File: src/hw/frr_pkg.sv
package frr_pkg;
  // Bus
  localparam int AW = 5;
  localparam logic [AW-1:0] OFS_CTRL = 5'h00;
  localparam logic [AW-1:0] OFS_RST_SRC = 5'h04;
  localparam logic [AW-1:0] OFS_PRST_SRC = 5'h08;
  localparam logic [AW-1:0] OFS_LATCH = 5'h0C;
  localparam logic [AW-1:0] OFS_STATUS = 5'h10;
  localparam logic [AW-1:0] OFS_IRQ_STAT = 5'h14;
  localparam logic [AW-1:0] OFS_IRQ_MASK = 5'h18;
  // Control fields
  localparam int CTRL_AUTO = 0;
  localparam int CTRL_EXPERT = 1;
  localparam int CTRL_EXTFIT = 2;
  localparam int CTRL_IOPROF = 3;
  localparam int CTRL_RESTART = 4;
  localparam int CTRL_FRT_LO = 5;
  localparam int CTRL_W = 8;
  localparam logic [CTRL_W-1:0] CTRL_RESET = 8'h00;
  // Source selector: [4:0] input index or [3:0] command bit, [6:5] kind
  localparam int SRC_W = 7;
  localparam int IDX_W = 5;
  localparam logic [1:0] KIND_INPUT = 2'h0;
  localparam logic [1:0] KIND_BASE = 2'h1;
  localparam logic [1:0] KIND_SERIAL = 2'h2;
  localparam logic [1:0] KIND_FIELDBUS = 2'h3;
  localparam logic [SRC_W-1:0] RST_SRC_RESET = 7'h02;
  localparam logic [IDX_W-1:0] PRST_SRC_RESET = 5'h00;
  localparam logic [IDX_W-1:0] LOC_FIRST = 5'h01;
  localparam logic [IDX_W-1:0] LOC_LAST = 5'h06;
  localparam logic [IDX_W-1:0] EXT_FIRST = 5'h0B;
  localparam logic [IDX_W-1:0] EXT_LAST = 5'h10;
  localparam int NIN = 6;
  // Status and interrupt bits
  localparam int ST_LOCKED = 0;
  localparam int ST_AUTO = 1;
  localparam int ST_ABORTED = 2;
  localparam int ST_FAULT = 3;
  localparam int ST_BUSY = 4;
  localparam int IRQ_W = 4;
  localparam int IRQ_MANUAL = 0;
  localparam int IRQ_RESTART = 1;
  localparam int IRQ_AUTO_OK = 2;
  localparam int IRQ_ABORT = 3;
  // Timing in seconds
  localparam int CLK_HZ = 100_000_000;
  localparam int TICK_S = 1;
  localparam int SEC_W = 16;
  localparam logic [SEC_W-1:0] WAIT1_S = 16'h0001;
  localparam logic [SEC_W-1:0] WAIT2_S = 16'h0005;
  localparam logic [SEC_W-1:0] WAIT3_S = 16'h000A;
  localparam logic [SEC_W-1:0] WAIT4_S = 16'h003C;
  localparam logic [SEC_W-1:0] FRT_5M_S = 16'h012C;
  localparam logic [SEC_W-1:0] FRT_10M_S = 16'h0258;
  localparam logic [SEC_W-1:0] FRT_30M_S = 16'h0708;
  localparam logic [SEC_W-1:0] FRT_1H_S = 16'h0E10;
  localparam logic [SEC_W-1:0] FRT_2H_S = 16'h1C20;
  localparam logic [SEC_W-1:0] FRT_3H_S = 16'h2A30;
  localparam logic [2:0] FRT_UNLIMITED = 3'h6;
  typedef enum logic [2:0] {
    SEQ_IDLE, SEQ_AR_WAIT, SEQ_ABORT, SEQ_RS_INIT
  } frr_seq_e;
endpackage

File: src/hw/frr_sync.sv
`timescale 1ns/10ps
module frr_sync #(
  parameter int W = 13
) (
  // Clock and reset
  input wire logic clk,
  input wire logic rst_n,
  // Pins and synchronised levels
  input wire logic [W-1:0] d,
  output logic [W-1:0] q,
  output logic [W-1:0] rise
);
  logic [W-1:0] s1_reg;
  logic [W-1:0] s2_reg;
  logic [W-1:0] s3_reg;

  always_ff @(posedge clk or negedge rst_n) begin
    if (!rst_n) begin
      s1_reg <= '0;
      s2_reg <= '0;
      s3_reg <= '0;
    end else begin
      s1_reg <= d;
      s2_reg <= s1_reg;
      s3_reg <= s2_reg;
    end
  end

  assign q = s2_reg;
  assign rise = s2_reg & ~s3_reg;
endmodule

File: src/hw/frr_ctrl.sv
`timescale 1ns/10ps
// Operation
// - Reset request clears latched errors only where the cause has gone.
// - Only errors in the clearable set are cleared by a reset request.
// - Keypad stop/reset key acts as an additional reset request.
// - Reset source: none, local inputs 1-6, extension 11-16; default local input 2.
// - Reset source may be a bit of base, serial or fieldbus command word.
// - Product restart does a fault reset, then the full power-up initialisation.
// - Restart command and its source work only at expert access level.
// - Restart command returns to no when initialisation completes.
// - Product restart is accepted only while locked in error.
// - Restart source: none by default, local 1-6, extension 11-16 if fitted.
// - Auto reset retries by itself and leaves fault when the cause disappears.
// - Fault output stays inactive while automatic attempts run.
// - Failed automatic attempts leave fault state with fault output active.
// - Attempt waits grow: 1 s, 5 s, 10 s, then 1 min each.
// - Beyond the maximum restart time, attempts abort and stay locked.
module frr_ctrl
  import frr_pkg::*;
#(
  parameter int NERR = 8,
  parameter logic [NERR-1:0] CLEARABLE = 8'h0F,
  parameter int TICK_CYCLES = CLK_HZ * TICK_S,
  parameter int INIT_CYCLES = 16,
  parameter logic [frr_pkg::SRC_W-1:0] RST_SRC_DEFAULT = frr_pkg::RST_SRC_RESET
) (
  // Clock and reset
  input wire logic clk,
  input wire logic rst_n,
  // Avalon-MM slave
  input wire logic [frr_pkg::AW-1:0] avs_address,
  input wire logic avs_read,
  input wire logic avs_write,
  input wire logic [31:0] avs_writedata,
  output logic [31:0] avs_readdata,
  output logic avs_waitrequest,
  // Reset sources
  input wire logic [frr_pkg::NIN-1:0] local_input,
  input wire logic [frr_pkg::NIN-1:0] extension_input,
  input wire logic keypad_stop_key,
  input wire logic [15:0] base_cmd_word,
  input wire logic [15:0] serial_cmd_word,
  input wire logic [15:0] fieldbus_cmd_word,
  // Error causes
  input wire logic [NERR-1:0] err_cause,
  // Outputs
  output logic fault_state_out,
  output logic reinit_busy,
  output logic irq
);
  import frr_pkg::*;

  function automatic logic pick_input(input logic [IDX_W-1:0] idx,
      input logic [NIN-1:0] loc, input logic [NIN-1:0] ext, input logic fitted);
    logic r;
    r = 1'b0;
    if (idx >= LOC_FIRST && idx <= LOC_LAST) begin
      r = loc[3'(idx - LOC_FIRST)];
    end else if (idx >= EXT_FIRST && idx <= EXT_LAST && fitted) begin
      r = ext[3'(idx - EXT_FIRST)];
    end
    return r;
  endfunction

  function automatic logic [SEC_W-1:0] wait_s(input logic [1:0] att);
    case (att)
      2'h0: wait_s = WAIT1_S;
      2'h1: wait_s = WAIT2_S;
      2'h2: wait_s = WAIT3_S;
      default: wait_s = WAIT4_S;
    endcase
  endfunction

  function automatic logic [SEC_W-1:0] limit_s(input logic [2:0] sel);
    case (sel)
      3'h0: limit_s = FRT_5M_S;
      3'h1: limit_s = FRT_10M_S;
      3'h2: limit_s = FRT_30M_S;
      3'h3: limit_s = FRT_1H_S;
      3'h4: limit_s = FRT_2H_S;
      3'h5: limit_s = FRT_3H_S;
      default: limit_s = '1;
    endcase
  endfunction

  logic [2*NIN:0] pin_q;
  logic [2*NIN:0] pin_rise;
  frr_sync #(.W(2*NIN+1)) u_sync (
    .clk(clk),
    .rst_n(rst_n),
    .d({keypad_stop_key, extension_input, local_input}),
    .q(pin_q),
    .rise(pin_rise)
  );

  logic wait_reg, wait_next;
  logic [31:0] rdata_reg, rdata_next;
  logic [CTRL_W-1:0] ctrl_reg, ctrl_next;
  logic [SRC_W-1:0] rsrc_reg, rsrc_next;
  logic [IDX_W-1:0] psrc_reg, psrc_next;
  logic [NERR-1:0] latch_reg, latch_next;
  logic [IRQ_W-1:0] istat_reg, istat_next, imask_reg, imask_next;
  logic rprev_reg, rprev_next, pprev_reg, pprev_next;
  frr_seq_e st_reg, st_next;
  logic [31:0] tick_reg, tick_next;
  logic [SEC_W-1:0] sec_reg, sec_next, tot_reg, tot_next;
  logic [1:0] att_reg, att_next;
  logic [31:0] init_reg, init_next;
  logic fault_reg, fault_next, busy_reg, busy_next, irq_reg, irq_next;
  logic wr, expert, locked, tick, rst_lvl, prst_lvl, rs_rise, key_rise, restart_req;
  logic [NERR-1:0] clr_mask;
  logic [IRQ_W-1:0] ev;

  always_comb begin
    wait_next = ~((avs_read | avs_write) & wait_reg);
    rdata_next = rdata_reg;
    if (avs_read && wait_reg) begin
      case (avs_address)
        OFS_CTRL: rdata_next = 32'(ctrl_reg & ~(expert ? 8'h00 : 8'h10));
        OFS_RST_SRC: rdata_next = 32'(rsrc_reg);
        OFS_PRST_SRC: rdata_next = expert ? 32'(psrc_reg) : 32'h0;
        OFS_LATCH: rdata_next = 32'(latch_reg);
        OFS_STATUS: rdata_next = 32'({busy_reg, fault_reg, st_reg == SEQ_ABORT,
                                      st_reg == SEQ_AR_WAIT, locked});
        OFS_IRQ_STAT: rdata_next = 32'(istat_reg);
        OFS_IRQ_MASK: rdata_next = 32'(imask_reg);
        default: rdata_next = 32'h0;
      endcase
    end
  end

  always_ff @(posedge clk or negedge rst_n) begin
    if (!rst_n) begin
      wait_reg <= 1'b1;
      rdata_reg <= 32'h0;
    end else begin
      wait_reg <= wait_next;
      rdata_reg <= rdata_next;
    end
  end

  assign wr = avs_write & ~wait_reg;
  assign expert = ctrl_reg[CTRL_EXPERT];
  assign locked = |latch_reg;
  assign tick = tick_reg == 32'(TICK_CYCLES - 1);
  assign key_rise = pin_rise[2*NIN];
  assign clr_mask = CLEARABLE & ~err_cause;

  always_comb begin
    case (rsrc_reg[SRC_W-1:IDX_W])
      KIND_INPUT: rst_lvl = pick_input(rsrc_reg[IDX_W-1:0], pin_q[NIN-1:0],
                                       pin_q[2*NIN-1:NIN], ctrl_reg[CTRL_EXTFIT]);
      KIND_BASE: rst_lvl = ctrl_reg[CTRL_IOPROF] & base_cmd_word[rsrc_reg[3:0]];
      KIND_SERIAL: rst_lvl = ctrl_reg[CTRL_IOPROF] & serial_cmd_word[rsrc_reg[3:0]];
      default: rst_lvl = ctrl_reg[CTRL_IOPROF] & fieldbus_cmd_word[rsrc_reg[3:0]];
    endcase
    prst_lvl = expert & pick_input(psrc_reg, pin_q[NIN-1:0], pin_q[2*NIN-1:NIN],
                                   ctrl_reg[CTRL_EXTFIT]);
  end

  assign rs_rise = rst_lvl & ~rprev_reg;
  assign restart_req = expert & (ctrl_reg[CTRL_RESTART] | (prst_lvl & ~pprev_reg));

  always_comb begin
    ctrl_next = ctrl_reg;
    rsrc_next = rsrc_reg;
    psrc_next = psrc_reg;
    imask_next = imask_reg;
    rprev_next = rst_lvl;
    pprev_next = prst_lvl;
    tick_next = tick ? 32'h0 : tick_reg + 32'h1;
    st_next = st_reg;
    sec_next = sec_reg;
    tot_next = tot_reg;
    att_next = att_reg;
    init_next = init_reg;
    latch_next = latch_reg | err_cause;
    ev = '0;
    if (wr) begin
      case (avs_address)
        OFS_CTRL: begin
          ctrl_next = avs_writedata[CTRL_W-1:0];
          if (!avs_writedata[CTRL_EXPERT]) begin
            ctrl_next[CTRL_RESTART] = 1'b0;
          end
        end
        OFS_RST_SRC: rsrc_next = avs_writedata[SRC_W-1:0];
        OFS_PRST_SRC: if (expert) psrc_next = avs_writedata[IDX_W-1:0];
        OFS_IRQ_MASK: imask_next = avs_writedata[IRQ_W-1:0];
        default: ;
      endcase
    end
    if (st_reg != SEQ_RS_INIT && (rs_rise || key_rise)) begin
      latch_next = (latch_reg & ~clr_mask) | err_cause;
      ev[IRQ_MANUAL] = 1'b1;
    end
    case (st_reg)
      SEQ_IDLE, SEQ_AR_WAIT, SEQ_ABORT: begin
        if (restart_req && locked) begin
          latch_next = (latch_reg & ~clr_mask) | err_cause;
          ctrl_next[CTRL_RESTART] = 1'b1;
          init_next = 32'h0;
          st_next = SEQ_RS_INIT;
        end else if (restart_req) begin
          ctrl_next[CTRL_RESTART] = 1'b0;
        end else if (st_reg == SEQ_IDLE) begin
          if (ctrl_reg[CTRL_AUTO] && locked) begin
            st_next = SEQ_AR_WAIT;
            sec_next = '0;
            tot_next = '0;
            att_next = 2'h0;
          end
        end else if (st_reg == SEQ_AR_WAIT) begin
          if (!locked) begin
            ev[IRQ_AUTO_OK] = 1'b1;
            st_next = SEQ_IDLE;
          end else if (!ctrl_reg[CTRL_AUTO]) begin
            st_next = SEQ_IDLE;
          end else if (tick) begin
            tot_next = tot_reg + 16'h1;
            sec_next = sec_reg + 16'h1;
            if (ctrl_reg[CTRL_W-1:CTRL_FRT_LO] < FRT_UNLIMITED
                && tot_reg + 16'h1 >= limit_s(ctrl_reg[CTRL_W-1:CTRL_FRT_LO])) begin
              ev[IRQ_ABORT] = 1'b1;
              st_next = SEQ_ABORT;
            end else if (sec_reg + 16'h1 >= wait_s(att_reg)) begin
              latch_next = (latch_reg & ~clr_mask) | err_cause;
              sec_next = '0;
              att_next = (att_reg == 2'h3) ? att_reg : att_reg + 2'h1;
            end
          end
        end
      end
      SEQ_RS_INIT: begin
        init_next = init_reg + 32'h1;
        if (init_reg == 32'(INIT_CYCLES - 1)) begin
          latch_next = err_cause;
          ctrl_next[CTRL_RESTART] = 1'b0;
          ev[IRQ_RESTART] = 1'b1;
          st_next = SEQ_IDLE;
        end
      end
      default: st_next = SEQ_IDLE;
    endcase
    istat_next = (istat_reg & ~((wr && avs_address == OFS_IRQ_STAT) ?
                  avs_writedata[IRQ_W-1:0] : '0)) | ev;
    irq_next = |(istat_next & imask_next);
    busy_next = st_next == SEQ_RS_INIT;
    fault_next = (|latch_next) && !(ctrl_next[CTRL_AUTO] && st_next != SEQ_ABORT);
  end

  always_ff @(posedge clk or negedge rst_n) begin
    if (!rst_n) begin
      ctrl_reg <= CTRL_RESET;
      rsrc_reg <= RST_SRC_DEFAULT;
      psrc_reg <= PRST_SRC_RESET;
      latch_reg <= '0;
      istat_reg <= '0;
      imask_reg <= '0;
      rprev_reg <= 1'b0;
      pprev_reg <= 1'b0;
      st_reg <= SEQ_IDLE;
      tick_reg <= 32'h0;
      sec_reg <= '0;
      tot_reg <= '0;
      att_reg <= 2'h0;
      init_reg <= 32'h0;
      fault_reg <= 1'b0;
      busy_reg <= 1'b0;
      irq_reg <= 1'b0;
    end else begin
      ctrl_reg <= ctrl_next;
      rsrc_reg <= rsrc_next;
      psrc_reg <= psrc_next;
      latch_reg <= latch_next;
      istat_reg <= istat_next;
      imask_reg <= imask_next;
      rprev_reg <= rprev_next;
      pprev_reg <= pprev_next;
      st_reg <= st_next;
      tick_reg <= tick_next;
      sec_reg <= sec_next;
      tot_reg <= tot_next;
      att_reg <= att_next;
      init_reg <= init_next;
      fault_reg <= fault_next;
      busy_reg <= busy_next;
      irq_reg <= irq_next;
    end
  end

  assign avs_waitrequest = wait_reg;
  assign avs_readdata = rdata_reg;
  assign fault_state_out = fault_reg;
  assign reinit_busy = busy_reg;
  assign irq = irq_reg;

  property p_clear_needs_gone;
    @(posedge clk) disable iff (!rst_n)
    1'b1 |=> (($past(latch_reg) & ~latch_reg & $past(err_cause)) == '0);
  endproperty
  a_clear_needs_gone: assert property (p_clear_needs_gone) else $error("cleared live cause");

  property p_unclearable_kept;
    @(posedge clk) disable iff (!rst_n)
    st_reg != SEQ_RS_INIT |=> ((($past(latch_reg) & ~CLEARABLE) & ~latch_reg) == '0);
  endproperty
  a_unclearable_kept: assert property (p_unclearable_kept) else $error("unclearable dropped");

  property p_key_clears;
    @(posedge clk) disable iff (!rst_n)
    key_rise && st_reg != SEQ_RS_INIT |=> istat_reg[IRQ_MANUAL];
  endproperty
  a_key_clears: assert property (p_key_clears) else $error("key reset lost");

  property p_one_edge;
    @(posedge clk) disable iff (!rst_n)
    rs_rise |=> !rs_rise;
  endproperty
  a_one_edge: assert property (p_one_edge) else $error("level gave two events");

  property p_expert_only;
    @(posedge clk) disable iff (!rst_n)
    !expert && st_reg != SEQ_RS_INIT |=> st_reg != SEQ_RS_INIT;
  endproperty
  a_expert_only: assert property (p_expert_only) else $error("restart without expert");

  property p_locked_only;
    @(posedge clk) disable iff (!rst_n)
    !locked && st_reg != SEQ_RS_INIT |=> st_reg != SEQ_RS_INIT;
  endproperty
  a_locked_only: assert property (p_locked_only) else $error("restart while unlocked");

  property p_cmd_returns;
    @(posedge clk) disable iff (!rst_n)
    st_reg == SEQ_RS_INIT && init_reg == 32'(INIT_CYCLES - 1)
      |=> !ctrl_reg[CTRL_RESTART] && latch_reg == $past(err_cause) && !busy_reg;
  endproperty
  a_cmd_returns: assert property (p_cmd_returns) else $error("restart did not finish");

  property p_hold_fault;
    @(posedge clk) disable iff (!rst_n)
    st_reg == SEQ_AR_WAIT && ctrl_reg[CTRL_AUTO] |-> !fault_reg;
  endproperty
  a_hold_fault: assert property (p_hold_fault) else $error("fault shown during attempts");

  property p_abort_fault;
    @(posedge clk) disable iff (!rst_n)
    st_reg == SEQ_ABORT && locked |-> fault_reg ##1 (st_reg == SEQ_ABORT || busy_reg);
  endproperty
  a_abort_fault: assert property (p_abort_fault) else $error("abort not held");

  property p_wait_bound;
    @(posedge clk) disable iff (!rst_n)
    st_reg == SEQ_AR_WAIT |-> sec_reg < wait_s(att_reg);
  endproperty
  a_wait_bound: assert property (p_wait_bound) else $error("attempt wait overrun");

  c_manual: cover property (@(posedge clk) disable iff (!rst_n) ev[IRQ_MANUAL]);
  c_restart: cover property (@(posedge clk) disable iff (!rst_n) ev[IRQ_RESTART]);
  c_auto_ok: cover property (@(posedge clk) disable iff (!rst_n) ev[IRQ_AUTO_OK]);
  c_abort: cover property (@(posedge clk) disable iff (!rst_n) ev[IRQ_ABORT]);
endmodule

File: config.mk
export PLATFORM = sky130hd
export DESIGN_NAME = frr_ctrl
export DESIGN_NICKNAME = d
export VERILOG_FILES = /design/src/hw/frr_pkg.sv /design/src/hw/frr_sync.sv /design/src/hw/frr_ctrl.sv
export SDC_FILE = /design/constraint.sdc
export NUM_CORES = 1
export LEC_CHECK = 0
export CORE_MARGIN = 5
export CORE_UTILIZATION = 35
export CTS_CLUSTER_DIAMETER = 60
export CTS_CLUSTER_SIZE = 30
export DETAILED_ROUTE_END_ITERATION = 12
export DONT_BUFFER_PORTS = 1
export PLACE_DENSITY = 0.46
export SYNTH_ARGS = -nofsm -noshare
export SYNTH_HDL_FRONTEND = slang
export SYNTH_SLANG_ARGS = --single-unit
export TNS_END_PERCENT = 20
File: constraint.sdc
create_clock -name clk -period 4 [get_ports clk]
set_clock_uncertainty 0.2 [all_clocks]
set_input_delay 0.6 -clock clk [delete_from_list [all_inputs] [get_ports clk]]
set_output_delay 0.6 -clock clk [all_outputs]
set_load 0.05 [all_outputs]
==> metrics.yaml, run 1 <==
critical_path:
  critPathMaxStageDelay_ps: 360
  setup.worst_path.end_class: "flop"
  timing.critical_path.arrival_ps: 3820
  worst_path_max_delay_cell: "sky130_fd_sc_hd__dfrtp_1"
  worst-setup-path-type: "flop to flop"
  cp.buffers_inverters: 2
  crit_path_max_fanout: 5
  start_kind: "flop"
  path_cells: "buf_4 > and3_1 > nand3_1 > nor2_1 > buf_4 > nand3_1 > xnor2_1 > ha_1 > a211oi_1 > o21ai_0 > nor3_1 > a22oi_2 > a41oi_2 > a221oi_1 > o21ba_2 > a21o_1"
  cpLargestDelayFamily: "compound AO/OA/AOI/OAI gates"
  crit_required_ps: 4120
logic_synthesis:
  synthAdderAreaFrac_pct: 5.10
  synthMuxAreaShare_pct: 7.72
  synth_compound_area_share_pct: 14.5
  synth.top_cells.by_area: "sky130_fd_sc_hd__dfrtp_1 44%, sky130_fd_sc_hd__ha_1 5.1%, sky130_fd_sc_hd__o21ai_0 4.1%"
  post_synth.cell_area_avg_um2: 9.83
  post_synth_xor_area_fraction_pct: 5.05
  combinational_family_with_the_most_area_after_synthesis: "simple AND/OR/NAND/NOR gates"
  post_synthesis_async_set_or_reset_flop_share_pct: 100
  ys.warnings.count: 0
  ys_seq_elements: 178
  synth_simple_gate_area_share_pct: 18.7
  netlist.top_cell.by_area: "sky130_fd_sc_hd__dfrtp_1"
  number_of_enable_flip_flop_cells_after_synthesis: 0
  sequential_to_total_area_share_from_yosys_stat_pct: 44.3
  synthesized_instance_count: 1024
  synth_cell_area_mm2: 0.0101
  postSynth.topFlopCell: "sky130_fd_sc_hd__dfrtp_1"
  ys_types: 72
  synth_top_area_share_pct: 43.8
power:
  power.leakage_uw: 0.00479
  p_sw_uw: 1420
  worst_ir_drop_on_vdd_mv: 0.222
  pwr_density_cell_mw_per_mm2: 399
  p_int_uw: 3040
  p_comb_share_pct: 16.4
  power_switching_share_pct: 31.8
  power_frac_seq_pct: 46.4
  power.clock.fraction_pct: 37.2
clock_tree:
  clk-insertion-delay-late_ps: 440
  cts_buffers: 17
  cts_max_level: 4
  clk_pin_slew_worst_paths_ps: 80
  ctsHoldBuffers: 13
  clock_path_buffers: 2
  cts.sink_count: 178
  tritoncts: "yes"
  cts.root.buffer_cell: "sky130_fd_sc_hd__clkbuf_16"
sta:
  worst_slew_pin_slew_ps: 718
  max-slew-margin-rel_pct: 51.8
  fmax_ghz: 0.270
  setup_viol: 0
  timing.final.hold_violations: 178
  timing.setup.tns_ps: 0
  worst_slack_ps: 295
  finalCriticalPeriod_ps: 3710
  timing.final.max_slew_violations: 0
  holdWs_ps: -346
  post-route-period-util_pct: 92.6
layout:
  synthToLayoutAreaGrowth_pct: 11.1
  fraction_of_layout_cells_with_a_size_suffix_above_1_pct: 11.1
  mostFrequentLayoutCells: "176 x sky130_fd_sc_hd__dfrtp_1, 105 x sky130_fd_sc_hd__nand2_1, 81 x sky130_fd_sc_hd__o21ai_0"
  multiInputGateArea_mm2: 0.00527
  nNetsFinal: 1187
  final_area_mm2: 0.0112
  diodes: 0
  final_common_cell: "sky130_fd_sc_hd__dfrtp_1"
  area.sequential_mm2: 0.00446
  n_fill_cell: 2891
drt:
  vias: 7573
  routedWlPerCell_um: 17.5
  detail_route.drc_violations: 0
  viasPerCell: 5.28
  detailedRoute.firstPassIterationCount: 5
  detail-route-antenna-nets: 0
  detailed_route_wl_um: 25100
  drtIter0Drc: 407
floorplanning:
  die_height_um: 180
  rows: 62
  start_util_pct: 35.2
  dieArea_mm2: 0.0322
  dieWidth_um: 180
  core-area_mm2: 0.0285
  io-pin-count: 146
status:
  violations: "hold timing"
  run_status: "complete, but fails checks"
hold_path:
  holdCritPathClass: "input pin to async pin"
grt:
  groute.usage.overall_pct: 15.5
  number_of_antenna_violations_at_the_first_check_in_global_routing: 0
  number_of_global_route_vias_before_repair: 7569
  grt_first_pass_wirelength_um: 41600
  gr-total-overflow: 0
  grt_start_max_net_pins: 179
placed_design:
  pre_cts_ws_ps: 66.7
  io_buffer_count: 0
  placement.cell_area_mm2: 0.0104
  hpwl_um: 18100
  gp_routability_congestion: 0.783
flow_run:
  cap_viol_max_count: 0
==> kinds of logic after synthesis <==
kind of cell	after synthesis
buffers and inverters	92
adders and majority gates	41
and+or+nand+nor	378
DFF	178
muxes	55
AOI/OAI and AO/OA	221
other	1
xor gates and xnor gates	58
==> Yosys cell counts (3+ instances only) <==
| master | count |
|---|---|
| sky130_fd_sc_hd__a22o_1 | 5 |
| sky130_fd_sc_hd__clkbuf_1 | 27 |
| sky130_fd_sc_hd__o41ai_1 | 7 |
| sky130_fd_sc_hd__nand2_1 | 105 |
| sky130_fd_sc_hd__nand4_1 | 16 |
| sky130_fd_sc_hd__o2111ai_1 | 4 |
| sky130_fd_sc_hd__nand3_1 | 59 |
| sky130_fd_sc_hd__nor2b_1 | 10 |
| sky130_fd_sc_hd__mux2i_1 | 12 |
| sky130_fd_sc_hd__or3_1 | 6 |
| sky130_fd_sc_hd__a21oi_1 | 24 |
| sky130_fd_sc_hd__mux2_2 | 28 |
| sky130_fd_sc_hd__buf_2 | 9 |
| sky130_fd_sc_hd__nor4_1 | 22 |
| sky130_fd_sc_hd__o21ai_0 | 82 |
| sky130_fd_sc_hd__and4_1 | 6 |
| sky130_fd_sc_hd__and3_1 | 21 |
| sky130_fd_sc_hd__a21o_1 | 15 |
| sky130_fd_sc_hd__nor3b_1 | 3 |
| sky130_fd_sc_hd__a31oi_1 | 14 |
| sky130_fd_sc_hd__xnor2_1 | 33 |
| sky130_fd_sc_hd__or2_2 | 4 |
| sky130_fd_sc_hd__nand3b_1 | 3 |
| sky130_fd_sc_hd__or4_1 | 3 |
| sky130_fd_sc_hd__nand2b_1 | 7 |
| sky130_fd_sc_hd__nor3_1 | 25 |
| sky130_fd_sc_hd__nor2_1 | 73 |
| sky130_fd_sc_hd__o31ai_1 | 16 |
| sky130_fd_sc_hd__ha_1 | 41 |
| sky130_fd_sc_hd__xor2_1 | 25 |
| sky130_fd_sc_hd__mux4_2 | 14 |
| sky130_fd_sc_hd__a32o_1 | 10 |
| sky130_fd_sc_hd__inv_1 | 27 |
| sky130_fd_sc_hd__buf_4 | 25 |
| sky130_fd_sc_hd__a22oi_1 | 8 |
| sky130_fd_sc_hd__a211oi_1 | 7 |
| sky130_fd_sc_hd__o211ai_1 | 5 |
| sky130_fd_sc_hd__dfrtp_1 | 176 |
==> area by class of cell <==
| class | instances | share of cell area [%] |
|---|---|---|
| flip-flops and latches | 178 | 39.9 |
| well taps | 384 | 4.30 |
| multi-input cells | 778 | 47.1 |
| inverters | 27 | 0.907 |
| repair buffers | 34 | 2.61 |
| clock inverters | 14 | 1.23 |
| clock buffers | 18 | 3.93 |
==> metal layers <==
layer  vias up  global-route usage [%]  wire [um]
li1       3734                       -          -
met1      3656                    21.4      12000
met2       159                    24.6      11400
met3        24                    4.04       1320
met4         0                    3.69        357
met5         -                       0          0
==> repair_timing <==
| item | CTS | global route |
|---|---|---|
| gates resized for setup | 0 | 10 |
| endpoints found under the setup margin | 0 | 26 |
| endpoints found under the hold margin | 191 | 178 |
| setup buffers | 0 | 0 |
==> final timing paths <==
kind | slack [ps] | startpoint | endpoint | cells past startpoint
max | 290 | tot_reg[0] | latch_reg[3] | 16
min | -350 | rst_n | tick_reg[10] | 0
max reg2reg | 290 | tot_reg[0] | latch_reg[3] | 16
min reg2reg | 140 | u_sync.s1_reg[8] | u_sync.q[8] | 0
max in group asynchronous | 3640 | rst_n | rsrc_reg[1] | 0
min in group clk | 30 | avs_read | avs_waitrequest | 1
==> metrics by stage <==
step | std cells | utilization [%] | hold slack [ps] | power [uW]
after global placement | 1388 | 36.5 | 118 | 2830
final | 1433 | 39.1 | -346 | 4460
after floorplan | 1048 | - | 104 | 2650
after detailed placement | 1388 | 36.5 | 119 | 2830
after global routing | 1433 | 39.1 | -373 | 4700
after CTS | 1433 | 39.0 | -357 | 4520
==> power by group through the flow <==
stage,Sequential [uW],Clock (uW),Combinational (uW)
6_report,2070,1660,730
5_1_grt,2090,1790,823
4_1_cts,2070,1710,739
3_5_place_dp,2100,0,724
3_3_place_gp,2100,0,723
2_1_floorplan,2030,0,623
Power figures use the tool's default switching activity.
==> inputs of run 2 (changes only) <==
CORE_ASPECT_RATIO = 1.4   (was not set)
==> run 2 against run 1 <==
Compared with the run above: the run still ends with hold timing left; combinational power increased by 1%; global-route usage increased by 0.36 points; sequential power about the same; setup slack got worse by 57 ps; first-iteration DRC count decreased by 15%.
==> metrics.yaml, run 2 (same netlist as run 1, synthesis figures left out) <==
sta:
  max-slew-margin-rel_pct: 42.4  # -9.4 points
  holdWs_ps: -350  # -3.84 ps
  timing.setup.tns_ps: 0  # unchanged
  grt_setup_unrepaired: "false"
  post-route-period-util_pct: 94.1  # +1.4 points
  timing.final.max_slew_violations: 0  # unchanged
  fmax_ghz: 0.266  # -1.5%
  finalCriticalPeriod_ps: 3760  # +57.2 ps
  setup_viol: 0  # unchanged
  worst_slew_pin_slew_ps: 864  # +146 ps
  worst_slack_ps: 237  # -57.2 ps
  timing.final.hold_violations: 178  # unchanged
power:
  power_switching_share_pct: 31.7  # -0.037 points
  power_frac_seq_pct: 46.6  # +0.2 points
  worst_ir_drop_on_vdd_mv: 0.281  # +27%
  p_int_uw: 3030  # -0.56%
  power.clock.fraction_pct: 36.7  # -0.5 points
  power.leakage_uw: 0.00479  # about the same
  p_comb_share_pct: 16.7  # +0.3 points
  p_sw_uw: 1410  # -0.73%
  pwr_density_cell_mw_per_mm2: 397  # -0.66%
clock_tree:
  tritoncts: "yes"
  cts.sink_count: 178  # unchanged
  cts_max_level: 4  # unchanged
  ctsHoldBuffers: 13  # unchanged
  cts.root.buffer_cell: "sky130_fd_sc_hd__clkbuf_16"
  cts_setup_buffers: 0  # unchanged
  clock_path_buffers: 2  # unchanged
  clk_pin_slew_worst_paths_ps: 80  # about the same
  cts_buffers: 17  # unchanged
  clk-insertion-delay-late_ps: 440  # about the same
floorplanning:
  start_util_pct: 35.4  # +0.18 points
  rows: 73  # +18%
  core-area_mm2: 0.0284  # -0.50%
  io-pin-count: 146  # unchanged
  die_height_um: 211  # +17%
  dieArea_mm2: 0.0323  # +0.15%
  dieWidth_um: 153  # -15%
placed_design:
  io_buffer_count: 0  # unchanged
  numPlacedInstances: 1383  # -0.36%
  pre_cts_ws_ps: 11.2  # -55.5 ps
  gp_routability_congestion: 0.778  # -0.65%
  hpwl_um: 18300  # +1.0%
critical_path:
  start_kind: "flop"
  worst-setup-path-type: "flop to flop"
  path_cells: "buf_4 > and3_1 > nand3_1 > nor2_1 > nand3_1 > nor2_1 > xor2_1 > ha_1 > a21oi_1 > nor3_1 > nor2_1 > a22oi_2 > buf_4 > a31oi_1 > o21ai_0 > nand3_1 > a22oi_1"
  regToRegEndpoint: "fault_state_out"
  length_in_cells_of_the_worst_reg_to_reg_path: 17  # +1
  critPathMaxStageDelay_ps: 350  # about the same
  reg_to_reg_critical_path_startpoint: "tot_reg[0]"
  setup.worst_path.end_class: "flop"
  crit_path_start: "tot_reg[0]"
  crit_path_max_fanout: 5  # unchanged
  timing.reg2reg.setup_slack_ps: 240  # -60 ps
  crit_required_ps: 4150  # +30 ps
  timing.critical_path.arrival_ps: 3910  # +90 ps
  worst_path_max_delay_cell: "sky130_fd_sc_hd__dfrtp_1"
  critPathCapture: "fault_state_out"
drt:
  viasPerCell: 5.34  # +1.0%
  vias: 7622  # +0.65%
  detail_route.drc_violations: 0  # unchanged
  routedWlPerCell_um: 17.6  # +0.90%
  detailedRoute.firstPassIterationCount: 5  # unchanged
  detail-route-antenna-nets: 0  # unchanged
  drtIter0Drc: 346  # -15%
  detailed_route_wl_um: 25200  # +0.55%
layout:
  mostFrequentLayoutCells: "176 x sky130_fd_sc_hd__dfrtp_1, 105 x sky130_fd_sc_hd__nand2_1, 81 x sky130_fd_sc_hd__o21ai_0"
  count_of_placed_standard_cells_in_the_final_layout_fillers_left_out: 1428  # -0.35%
  n_fill_cell: 2833  # -2.0%
  multiInputGateArea_mm2: 0.00526  # -0.12%
  area.sequential_mm2: 0.00446  # unchanged
  synthToLayoutAreaGrowth_pct: 11.1  # about the same
  nNetsFinal: 1191  # +0.34%
  final_common_cell: "sky130_fd_sc_hd__dfrtp_1"
  diodes: 0  # unchanged
  fraction_of_layout_cells_with_a_size_suffix_above_1_pct: 11.1  # +0.053 points
status:
  run_status: "complete, but fails checks"
  violations: "hold timing"
grt:
  gr-total-overflow: 0  # unchanged
  groute.usage.overall_pct: 15.9  # +0.36 points
  grt_start_max_net_pins: 179  # unchanged
  grt_first_pass_wirelength_um: 41900  # +0.80%
  number_of_global_route_vias_before_repair: 7767  # +2.6%
  number_of_antenna_violations_at_the_first_check_in_global_routing: 0  # unchanged
hold_path:
  holdCritPathClass: "input pin to async pin"
flow_run:
  cap_viol_max_count: 0  # unchanged
[run 2: changes by cell type in the layout (fill, tap and decap cells not counted), sizes merged]
| cell | previous run | this run |
|---|---|---|
| buf | 21 | 25 |
| clkinvlp | 1 | 3 |
| inv | 35 | 33 |
| clkbuf | 18 | 17 |
| clkinv | 5 | 6 |
[run 2: layout make-up]
| class | instances | area share (%) |
|---|---|---|
| clock inverters | 15 | 1.32 |
| multi-input cells | 778 | 47.1 |
| inverters | 27 | 0.907 |
| clock buffers | 17 | 3.81 |
| repair buffers | 38 | 2.84 |
| well taps | 375 | 4.20 |
| flip-flops and latches | 178 | 39.9 |
[run 2: worst max-delay path: cells and delay by family, from the launching register on]
family / cells / cell delay, ps
AND/OR/NAND/NOR: 8 / 1460
flip-flops: 1 / 350
buffers and inverters: 2 / 330
adder cells (fa/ha/maj): 1 / 310
XOR/XNOR: 1 / 110
AO/OA/AOI/OAI: 5 / 910
[run 2: metal layers]
metal,up-vias,wire length [um],GRT usage (%)
met5,-,0,0
met4,0,374,4.46
met3,25,788,2.81
met2,108,12900,27.7
met1,3749,11100,20.3
li1,3740,-,-
[run 2: how the worst min path moves through the flow]
stage                      from    endpoint  cells past startpoint
final                     rst_n  tot_reg[6]                      0
after CTS                 rst_n  tot_reg[5]                      0
after global placement    rst_n  tot_reg[6]                      0
after detailed placement  rst_n  tot_reg[5]                      0
after floorplan           rst_n  att_reg[0]                      0
after global routing      rst_n  tot_reg[6]                      0
[run 2: power groups by stage]
stage	logic, uW	registers, uW	clock network [uW]
after detailed placement	737	2110	0
final	740	2070	1630
after floorplan	623	2030	0
after global placement	735	2100	0
after CTS	751	2070	1690
after global routing	830	2090	1770
[run 2: per-stage QoR]
stage | utilization, % | total power, uW | cell area (um^2)
floorplan | - | 2650 | 10200
global placement | 36.8 | 2840 | 10400
detailed placement | 36.8 | 2840 | 10400
CTS | 39.3 | 4510 | 11200
global route | 39.4 | 4690 | 11200
finish | 39.4 | 4430 | 11200
[run 2: timing repair]
action | in CTS | in global routing
setup endpoints to repair | 5 | 21
pin swaps | 0 | 1
endpoints found under the hold margin | 191 | 178
resized for setup | 1 | 5
gates cloned | 0 | 0
==> inputs of run 3 (changes only) <==
--- a/config.mk
+++ b/config.mk
@@ -14,3 +14,3 @@
 export DONT_BUFFER_PORTS = 1
-export PLACE_DENSITY = 0.46
+export PLACE_DENSITY = 0.5
 export SYNTH_ARGS = -nofsm -noshare
==> constraint.sdc (replaced) <==
create_clock -name clk -period 4 [get_ports clk]
set_clock_uncertainty 0.2 [all_clocks]
set_input_delay 0.4 -clock clk [delete_from_list [all_inputs] [get_ports clk]]
set_output_delay 0.4 -clock clk [all_outputs]
set_load 0.05 [all_outputs]
==> run 3 against run 2 <==
Compared with the run above: the flow still finishes with violations (hold timing); maximum frequency shrank 0.29%; total power grew 3.7%; combinational power grew 1%; sequential share of layout area shrank 0.75 points; largest cell class unchanged.
==> metrics.yaml, run 3 (same netlist as run 1, synthesis figures left out) <==
critical_path:
  crit_required_ps: 4120  # -30 ps
  start_kind: "flop"
  cpLargestDelayFamily: "simple AND/OR/NAND/NOR gates"
  worst_path_max_delay_cell: "sky130_fd_sc_hd__dfrtp_1"
  path_cells: "buf_4 > and3_1 > nand3_1 > nor2_1 > nand3_2 > nor2_1 > xor2_1 > ha_1 > a21oi_1 > nor3_1 > nor3_1 > a22oi_2 > buf_4 > nand3_1 > nor4_1 > buf_4 > a21o_1 > a221o_1"
  setup.worst_path.end_class: "flop"
  cp_common_cell: "sky130_fd_sc_hd__buf_4"
  crit_path_max_fanout: 5  # unchanged
  critPathMaxStageDelay_ps: 350  # about the same
  timing.reg2reg.setup_slack_ps: 230  # about the same
  worst-setup-path-type: "flop to flop"
  timing.critical_path.arrival_ps: 3890  # -20 ps
  cp.buffers_inverters: 3  # +1
status:
  violations: "hold timing"
  run_status: "complete, but fails checks"
sta:
  finalCriticalPeriod_ps: 3770  # +11.0 ps
  fmax_ghz: 0.265  # -0.29%
  max-slew-margin-rel_pct: 44.1  # +1.7 points
  worst_slew_pin_slew_ps: 833  # -31.3 ps
  worst_slack_ps: 226  # -11.0 ps
  holdWs_ps: -553  # -203 ps
  post-route-period-util_pct: 94.3  # +0.27 points
  timing.final.hold_violations: 178  # unchanged
  timing.setup.tns_ps: 0  # unchanged
  setup_viol: 0  # unchanged
  grt_setup_unrepaired: "false"
  timing.final.max_slew_violations: 0  # unchanged
power:
  power.leakage_uw: 0.00489  # +2.1%
  finalPower_uw: 4600  # +3.7%
  pwr_density_cell_mw_per_mm2: 404  # +1.8%
  power_switching_share_pct: 29.5  # -2.2 points
  worst_ir_drop_on_vdd_mv: 0.267  # -5.0%
  power_frac_seq_pct: 44.9  # -1.7 points
  p_comb_share_pct: 16.3  # -0.4 points
  power.clock.fraction_pct: 38.8  # +2.1 points
  p_sw_uw: 1360  # -3.4%
  p_int_uw: 3240  # +7.0%
grt:
  groute.usage.overall_pct: 15.1  # -0.76 points
  number_of_global_route_vias_before_repair: 7545  # -2.9%
  gr-total-overflow: 0  # unchanged
  number_of_antenna_violations_at_the_first_check_in_global_routing: 0  # unchanged
  grt_start_max_net_pins: 179  # unchanged
  grt_first_pass_wirelength_um: 40000  # -4.5%
placed_design:
  io_buffer_count: 0  # unchanged
  pre_cts_ws_ps: 126  # +115 ps
  hpwl_um: 17200  # -6.1%
  gp_routability_congestion: 0.799  # +2.7%
drt:
  detail-route-antenna-nets: 0  # unchanged
  detailedRoute.firstPassIterationCount: 5  # unchanged
  drtIter0Drc: 363  # +4.9%
  detailed_route_wl_um: 24300  # -3.5%
  detail_route.drc_violations: 0  # unchanged
  vias: 7780  # +2.1%
  viasPerCell: 5.40  # +1.2%
  routedWlPerCell_um: 16.9  # -4.3%
floorplanning:
  dieWidth_um: 153  # unchanged
  die_height_um: 211  # unchanged
  dieArea_mm2: 0.0323  # unchanged
  rows: 73  # unchanged
  start_util_pct: 35.4  # unchanged
  core-area_mm2: 0.0284  # unchanged
  io-pin-count: 146  # unchanged
layout:
  nNetsFinal: 1204  # +1.1%
  final_common_cell: "sky130_fd_sc_hd__dfrtp_1"
  mostFrequentLayoutCells: "176 x sky130_fd_sc_hd__dfrtp_1, 105 x sky130_fd_sc_hd__nand2_1, 81 x sky130_fd_sc_hd__o21ai_0"
  synthToLayoutAreaGrowth_pct: 13.2
  n_fill_cell: 2830  # -0.11%
  fraction_of_layout_cells_with_a_size_suffix_above_1_pct: 10.4  # -0.69 points
  diodes: 0  # unchanged
clock_tree:
  clk-insertion-delay-late_ps: 440  # about the same
  clock_path_buffers: 2  # unchanged
  clk_pin_slew_worst_paths_ps: 70  # about the same
  cts_max_level: 4  # unchanged
  tritoncts: "yes"
  cts.sink_count: 178  # unchanged
  cts.root.buffer_cell: "sky130_fd_sc_hd__clkbuf_16"
  ctsHoldBuffers: 32  # +19
  cts_setup_buffers: 0  # unchanged
  cts_buffers: 17  # unchanged
flow_run:
  cap_viol_max_count: 0  # unchanged
hold_path:
  holdCritPathClass: "input pin to async pin"
[run 3: changes by cell type in the layout (fill, tap and decap cells not counted), sizes merged]
cell	delta
clkinv	-2
bufinv	+3
dlygate4sd3	+19
buf	-6
inv	-1
clkinvlp	-3
clkbuf	+2
[run 3: power by group through the flow]
stage	combinational, uW	clock, uW	sequential, uW
after global placement	720	0	2100
after detailed placement	721	0	2100
final	751	1780	2060
after floorplan	623	0	2030
after global routing	834	1920	2080
after CTS	757	1840	2060
[run 3: path summary, 6_finish.rpt]
check / cells after the start / endpoint / start
max: 18 / irq / tot_reg[0]
max reg2reg: 18 / irq / tot_reg[0]
min: 0 / tot_reg[7] / rst_n
max in group asynchronous: 0 / rsrc_reg[1] / rst_n
min reg2reg: 0 / u_sync.q[7] / u_sync.s1_reg[7]
min in group clk: 2 / ctrl_reg[4] / avs_writedata[1]
[run 3: repair_timing]
item,CTS,global route
endpoints found under the hold margin,227,178
setup endpoints to repair,0,25
resized for setup,0,8
[run 3: final cells by class]
cell class	count	area, um^2	share of cell area (%)
well taps	375	469	4.12
clock inverters	12	170	1.49
inverters	27	101	0.890
flip-flops and latches	178	4460	39.1
clock buffers	19	453	3.98
multi-input cells	778	5260	46.2
repair buffers	51	479	4.21
[run 3: routing by layer]
layer  share of wire [%]  vias to the layer above  global-route usage, %
li1                    -                     3763                      -
met1                  44                     3867                   19.3
met2                  51                      121                   26.1
met3                 3.2                       29                   2.59
met4                 1.9                        0                   4.70
met5                   0                        -                      0
[run 3: worst reg2reg max path, stage by stage (launching register included)]
cell and delay, ps:
sky130_fd_sc_hd__dfrtp_1 350, sky130_fd_sc_hd__buf_4 140, sky130_fd_sc_hd__and3_1 150, sky130_fd_sc_hd__nand3_1 150, sky130_fd_sc_hd__nor2_1 230, sky130_fd_sc_hd__nand3_2 180
sky130_fd_sc_hd__nor2_1 170, sky130_fd_sc_hd__xor2_1 280, sky130_fd_sc_hd__ha_1 300, sky130_fd_sc_hd__a21oi_1 150, sky130_fd_sc_hd__nor3_1 70, sky130_fd_sc_hd__nor3_1 230
sky130_fd_sc_hd__a22oi_2 130, sky130_fd_sc_hd__buf_4 180, sky130_fd_sc_hd__nand3_1 70, sky130_fd_sc_hd__nor4_1 50, sky130_fd_sc_hd__buf_4 160, sky130_fd_sc_hd__a21o_1 170
sky130_fd_sc_hd__a221o_1 310
[run 3: per-stage QoR]
step | instance area [um^2] | utilization, % | instances
CTS | 11400 | 40.0 | 1440
detailed placement | 10400 | 36.7 | 1377
finish | 11400 | 40.1 | 1440
global placement | 10400 | 36.7 | 1377
global route | 11400 | 40.1 | 1440
floorplan | 10200 | - | 1048
